==> src/prs_rail_regs.svh <==
/*
 * Register offsets, field positions, reset values and timing figures
 * for the rail status register bank.
 * Assumes a 50 MHz logic clock and an 8-bit register address space.
 */
`ifndef PRS_RAIL_REGS_SVH
`define PRS_RAIL_REGS_SVH

// ----------------------------------------------------------------
// Register offsets
// ----------------------------------------------------------------
`define PRS_OFF_AUX_CTRL 8'hAE
`define PRS_OFF_PG_A 8'hB0
`define PRS_OFF_PG_B 8'hB1
`define PRS_OFF_FLT_A 8'hB2

// ----------------------------------------------------------------
// Auxiliary control fields and reset values
// ----------------------------------------------------------------
`define PRS_DIS_MSB 7
`define PRS_DIS_LSB 6
`define PRS_ESD_MODE_BIT 5
`define PRS_VCODE_MSB 4
`define PRS_VCODE_LSB 1
`define PRS_EN_BIT 0
`define PRS_AUX_CTRL_RST 8'h40
`define PRS_STATUS_RST 8'h00
`define PRS_PG_B_WIDTH 6

// ----------------------------------------------------------------
// Emergency off durations
// ----------------------------------------------------------------
`define PRS_CLK_KHZ 50000
`define PRS_OFF_T0_MS 1
`define PRS_OFF_T1_MS 5
`define PRS_OFF_T2_MS 10
`define PRS_OFF_T3_MS 100

`endif

==> src/prs_rail_pkg.sv <==
/*
 * Types shared by the rail status register bank.
 * Assumes the constants of prs_rail_regs.svh for widths and offsets.
 */
package prs_rail_pkg;

    // ------------------------------------------------------------
    // Emergency-off state, one-hot
    // ------------------------------------------------------------
    typedef enum logic [1:0] {
        PRS_ST_RUN = 2'b01,
        PRS_ST_OFF = 2'b10
    } prs_esd_st_t;

    // Register access request from the serial front end
    typedef struct packed {
        logic [7:0] addr;
        logic wr;
        logic rd;
        logic [7:0] wdata;
    } prs_req_t;

    // Analog comparator levels
    typedef struct packed {
        logic [7:0] pg_a;
        logic [5:0] pg_b;
        logic [7:0] flt_a;
    } prs_ana_t;

    // Rail drive outputs
    typedef struct packed {
        logic ldo_en;
        logic sw_en;
        logic [3:0] dis_onehot;
        logic [3:0] vcode;
    } prs_drive_t;

    // Whole state of the bank
    typedef struct packed {
        prs_esd_st_t st;
        logic [22:0] tmr;
        logic [7:0] ctrl;
        prs_ana_t sync1;
        prs_ana_t sync2;
        logic [7:0] flt;
        logic [7:0] rdata;
        prs_drive_t drv;
    } prs_state_t;

endpackage

==> src/prs_rail_status_regs.sv <==
/*
 * Register bank for the auxiliary rail control, the two power-good
 * status registers and the first power-fault status register.
 * Assumes a serial front end on the same clock that presents one-cycle
 * read and write strobes with an 8-bit offset; comparator inputs are
 * asynchronous; the emergency shutdown request is a same-clock level.
 */
`timescale 1ns/1ps
`include "prs_rail_regs.svh"

module prs_rail_status_regs
    import prs_rail_pkg::*;
#(
    parameter logic [7:0] AUX_CTRL_RST = `PRS_AUX_CTRL_RST,
    parameter bit TARGET_IS_SWITCH = 1'b0,
    parameter logic [1:0] OFF_DUR_SEL = 2'd0,
    parameter int OFF_T0_CYC = `PRS_OFF_T0_MS * `PRS_CLK_KHZ,
    parameter int OFF_T1_CYC = `PRS_OFF_T1_MS * `PRS_CLK_KHZ,
    parameter int OFF_T2_CYC = `PRS_OFF_T2_MS * `PRS_CLK_KHZ,
    parameter int OFF_T3_CYC = `PRS_OFF_T3_MS * `PRS_CLK_KHZ
) (
    input wire logic clock_i,
    input wire logic rstn_i,
    input wire prs_req_t req_i,
    input wire prs_ana_t ana_i,
    input wire logic esd_req_i,
    output logic [7:0] rdata_o,
    output prs_drive_t drive_o
);

    // ----------------------------------------------------------------
    // Duration selection
    // ----------------------------------------------------------------
    // Factory choice is fixed at build time, so it folds to a constant
    localparam int OFF_CYC = (OFF_DUR_SEL == 2'd0) ? OFF_T0_CYC :
                             (OFF_DUR_SEL == 2'd1) ? OFF_T1_CYC :
                             (OFF_DUR_SEL == 2'd2) ? OFF_T2_CYC : OFF_T3_CYC;
    localparam logic [22:0] OFF_LOAD = 23'(OFF_CYC - 1);

    localparam prs_state_t RST_STATE = '{
        st: PRS_ST_RUN,
        tmr: '0,
        ctrl: AUX_CTRL_RST,
        sync1: '0,
        sync2: '0,
        flt: `PRS_STATUS_RST,
        rdata: '0,
        // Discharge select and voltage code match the reset control word, so no invalid code shows; both enables reset to 0
        drv: '{
            ldo_en: 1'b0,
            sw_en: 1'b0,
            dis_onehot: 4'b0001 << AUX_CTRL_RST[`PRS_DIS_MSB:`PRS_DIS_LSB],
            vcode: AUX_CTRL_RST[`PRS_VCODE_MSB:`PRS_VCODE_LSB]
        }
    };

    prs_state_t s_q;
    prs_state_t s_d;
    logic mode_ignore;
    logic rail_on;
    logic [7:0] flt_clr;

    // ----------------------------------------------------------------
    // Next-state logic
    // ----------------------------------------------------------------
    always_comb begin
        s_d = s_q;
        // Two-stage synchroniser; stage one feeds stage two only
        s_d.sync1 = ana_i;
        s_d.sync2 = s_q.sync1;

        // Control register write
        if (req_i.wr && req_i.addr == `PRS_OFF_AUX_CTRL) begin
            s_d.ctrl = req_i.wdata;
        end

        // Sticky faults: set wins over a same-cycle write-one clear
        flt_clr = '0;
        if (req_i.wr && req_i.addr == `PRS_OFF_FLT_A) begin
            flt_clr = req_i.wdata;
        end
        s_d.flt = (s_q.flt & ~flt_clr) | s_q.sync2.flt_a;

        // Emergency shutdown sequencing
        mode_ignore = s_q.ctrl[`PRS_ESD_MODE_BIT];
        case (s_q.st)
            PRS_ST_RUN: begin
                if (esd_req_i && !mode_ignore) begin
                    s_d.st = PRS_ST_OFF;
                    s_d.tmr = OFF_LOAD;
                end
            end
            PRS_ST_OFF: begin
                // Switching to ignore mode releases the hold at once
                if (mode_ignore || s_q.tmr == '0) begin
                    s_d.st = PRS_ST_RUN;
                    s_d.tmr = '0;
                end else begin
                    s_d.tmr = s_q.tmr - 23'd1;
                end
            end
            default: begin
                s_d.st = PRS_ST_RUN;
                s_d.tmr = '0;
            end
        endcase

        // Rail drive, from the state just computed
        rail_on = s_d.ctrl[`PRS_EN_BIT] && (s_d.st == PRS_ST_RUN);
        s_d.drv.ldo_en = rail_on && !TARGET_IS_SWITCH;
        s_d.drv.sw_en = rail_on && TARGET_IS_SWITCH;
        s_d.drv.vcode = s_d.ctrl[`PRS_VCODE_MSB:`PRS_VCODE_LSB];
        case (s_d.ctrl[`PRS_DIS_MSB:`PRS_DIS_LSB])
            2'b00: s_d.drv.dis_onehot = 4'b0001;
            2'b01: s_d.drv.dis_onehot = 4'b0010;
            2'b10: s_d.drv.dis_onehot = 4'b0100;
            default: s_d.drv.dis_onehot = 4'b1000;
        endcase

        // Read data, registered; unmapped offsets answer zero
        if (req_i.rd) begin
            if (req_i.addr == `PRS_OFF_AUX_CTRL) begin
                s_d.rdata = s_q.ctrl;
            end else if (req_i.addr == `PRS_OFF_PG_A) begin
                s_d.rdata = s_q.sync2.pg_a;
            end else if (req_i.addr == `PRS_OFF_PG_B) begin
                s_d.rdata = {2'b00, s_q.sync2.pg_b};
            end else if (req_i.addr == `PRS_OFF_FLT_A) begin
                s_d.rdata = s_q.flt;
            end else begin
                s_d.rdata = '0;
            end
        end
    end

    // ----------------------------------------------------------------
    // State register
    // ----------------------------------------------------------------
    always_ff @(posedge clock_i or negedge rstn_i) begin
        if (!rstn_i) begin
            s_q <= RST_STATE;
        end else begin
            s_q <= s_d;
        end
    end

    assign rdata_o = s_q.rdata;
    assign drive_o = s_q.drv;
endmodule

==> config.mk <==
export PLATFORM = sky130hd
export DESIGN_NAME = prs_rail_status_regs
export DESIGN_NICKNAME = d
export VERILOG_FILES = /design/src/prs_rail_pkg.sv /design/src/prs_rail_status_regs.sv
export VERILOG_INCLUDE_DIRS = /design/src
export SDC_FILE = /design/constraint.sdc
export NUM_CORES = 1
export LEC_CHECK = 0
export BUFFER_PORTS_ARGS = -buffer_cell sky130_fd_sc_hd__buf_2
export CAP_MARGIN = 0
export CELL_PAD_IN_SITES_DETAIL_PLACEMENT = 1
export CELL_PAD_IN_SITES_GLOBAL_PLACEMENT = 2
export CORE_MARGIN = 2
export CORE_UTILIZATION = 34
export CTS_CLUSTER_SIZE = 10
export DETAILED_ROUTE_END_ITERATION = 7
export HOLD_SLACK_MARGIN = 0.1
export PLACE_DENSITY_LB_ADDON = 0.1
export SETUP_SLACK_MARGIN = 0.1
export SLEW_MARGIN = 5
export SYNTH_ARGS = -nofsm -noshare
export SYNTH_HDL_FRONTEND = slang
export SYNTH_SLANG_ARGS = --single-unit
==> constraint.sdc <==
create_clock -name clock_i -period 2.1 [get_ports clock_i]
set_input_delay 0.42 -clock clock_i [delete_from_list [all_inputs] [get_ports clock_i]]
set_output_delay 0.42 -clock clock_i [all_outputs]
set_load 0.01 [all_outputs]
==> out/results.ini <==
[worst_setup_path]
rr_endpoint=drive_o[9]
crit_path_start_kind=register
cp.required_ns=2.34
worst_r2r_path_depth=7
cp-end-kind=register
crit_start=s_q[101]
reg2reg_slack_ns=0.12
path_class=register to register
path_max_fanout=6
critPathArrivalTime_ns=2.22
rr_startpoint=s_q[101]

[power]
peakVddDrop_v=0.000675
p_per_area_nw_per_um2=1380
p_total_w=0.00744
leakagePower_nw=2.47

[synth]
yosysTopAreaCellShare_pct=57.9
syn-instance-count=352
synth-edff-count=0
synthFlopType=dfrtp_1
syn-cell-area_um2=4110
syn-num-nets=399
synth_top_area_cell=dfrtp_1
synth-seq-cells=98
synthArstFlopShare_pct=100
synth_area_per_cell_um2=11.7
yosysWarnings=0
synth_seq_area_share_pct=59.8
synth_cell_types=56
synthTopCellsByArea=dfrtp_1 58%, buf_4 3.3%, nand2_1 3.2%, mux2_2 2.5%, nor2_1 2.4%

[placed_design]
place_hpwl_um=7520
pre_cts_ws_ns=-0.0567
gp_routability_congestion=0.789
place.port_buffers=59

[outcome]
outcome=completed

[detailed_routing]
num_vias=3025
firstDrtPassIters=4
final_antenna_net_count=0
via_per_inst=5.00
drt-total-wl_um=10400
drt_iter0_markers=140
drc=0
wl_per_cell_um=17.2

[floorplanning]
die_x_um=114
die-area_um2=13000
io_pins=61
num_rows=40
core_um2=11900
die_h_um=114
initial_utilization_pct=34.5

[clocking]
clockBufferDepth=2
cts_root_buffer=clkbuf_16
clkTransAtPathRegs_ns=0.07
htree_levels=3
cts_tree=yes
clock_sinks=98
clk_latency_ns=0.35
numCtsBuffers=9

[final_layout]
final_nets=500
finish.utilization_pct=45.1
final_cell_mix=92 x dfrtp_1, 58 x buf_2, 51 x buf_4, 32 x nand2_1, 23 x nor2_1
drive_above_1_share_pct=41.5
final_common_cell=dfrtp_1
area_growth_pct=30.8
antennaDiodeCount=0

[worst_hold_path]
hold_path.class=input port to register
hold_end=s_d[31]
holdCritStartpoint=ana_i[5]
hold_depth=1

[timing]
hold_violations=0
max_freq_mhz=505
final-setup-viol-count=0
finalCritPeriodShare_pct=94.3
grt_setup_unrepaired=true
clock_skew_ns=0.00804
fin_ws_ns=0.120
fin_crit_ns=1.98
holdWs_ns=0.171
slew_violations=0
final.setup.tns_ns=0

[global_route]
grt_pass1_wl_um=16900
antenna_found_initial=0
grt_max_degree=39
grt_pass1_vias=3219
gr-total-overflow=0
grtUsageTotal_pct=17.3

[run]
maxCapViolations=0

==> cell usage after synthesis, types with 4 or more instances <==
cell type / n
nor3b_1: 7
ha_1: 4
nand3_1: 10
a21oi_1: 11
xor2_1: 4
nor2_1: 26
buf_4: 18
o22ai_1: 8
nand2_1: 35
inv_1: 11
clkbuf_1: 5
dfrtp_1: 95
or3b_2: 4
a221oi_1: 6
a211oi_1: 6
nor3_1: 7
a21o_1: 8
o21ai_0: 10
nand2b_1: 4
mux2_2: 9
nor4_1: 4
==> state kept, by name, indices dropped and copies added, names as in the netlist <==
register     flops
s_q             59
mode_ignore      1
s_d             22
rdata_o          8
drive_o          8
==> worst max-delay path, stage by stage, from the launching register on <==
cell and delay, ns:
dfstp_2 0.54, inv_2 0.05, ha_4 0.21, or3b_4 0.42, a21oi_4 0.17, buf_6 0.15
a2bb2oi_2 0.15, and3b_1 0.19
==> per-stage QoR <==
step | cells | cell area, µm²
finish | 605 | 5370
global route | 605 | 5370
CTS | 603 | 5230
detailed placement | 583 | 4830
global placement | 583 | 4830
floorplan | 352 | 4120
==> worst max path at each step <==
stage	slack, ns	endpoint	depth (start not counted)
5_1_grt	0.05	s_q[96]	8
3_3_place_gp	-0.05	rdata_o[5]	7
6_report	0.12	drive_o[9]	7
2_1_floorplan	0.07	drive_o[9]	6
3_5_place_dp	-0.06	drive_o[9]	6
4_1_cts	0.07	s_q[96]	8
==> routing by layer <==
layer | up-vias | share of wire, % | global-route usage [%]
met5 | - | 0 | 0
met4 | 0 | 1.6 | 6.59
met3 | 9 | 4.1 | 4.36
met2 | 56 | 49 | 27.7
met1 | 1517 | 45 | 22.7
li1 | 1443 | - | -
==> final cells by class <==
| cell class | count | area, µm² |
|---|---|---|
| Tap cell | 147 | 184 |
| Clock inverter | 7 | 66.3 |
| Clock buffer | 9 | 225 |
| Sequential cell | 98 | 2460 |
| Timing Repair Buffer | 116 | 768 |
| Inverter | 11 | 41.3 |
| Multi-Input combinational cell | 217 | 1630 |
| Fill cell | 1301 | 6540 |
==> power by group <==
group          switching, W  internal (W)  total [W]  leakage, nW
Clock              0.000782      0.000837    0.00162        0.138
Sequential         0.000201       0.00210    0.00230         1.19
Combinational       0.00174       0.00178    0.00352         1.14
Total               0.00272       0.00471    0.00744         2.47
==> cell families after synthesis <==
family | synth area share, %
AND/OR/NAND/NOR | 16.6
flip-flops | 59.8
AO/OA/AOI/OAI | 12.9
buffers and inverters | 5.42
multiplexers | 2.83
XOR/XNOR | 1.07
adder cells (fa/ha/maj) | 1.22
other | 0.0913
==> repair_timing <==
action	CTS	global route
gates resized for setup	22	31
endpoints found under the hold margin	22	0
buffers inserted	3	2
pin swaps	6	7
endpoints found under the setup margin	23	23
hold buffers	1	0
(Power assumes the default switching activity.)
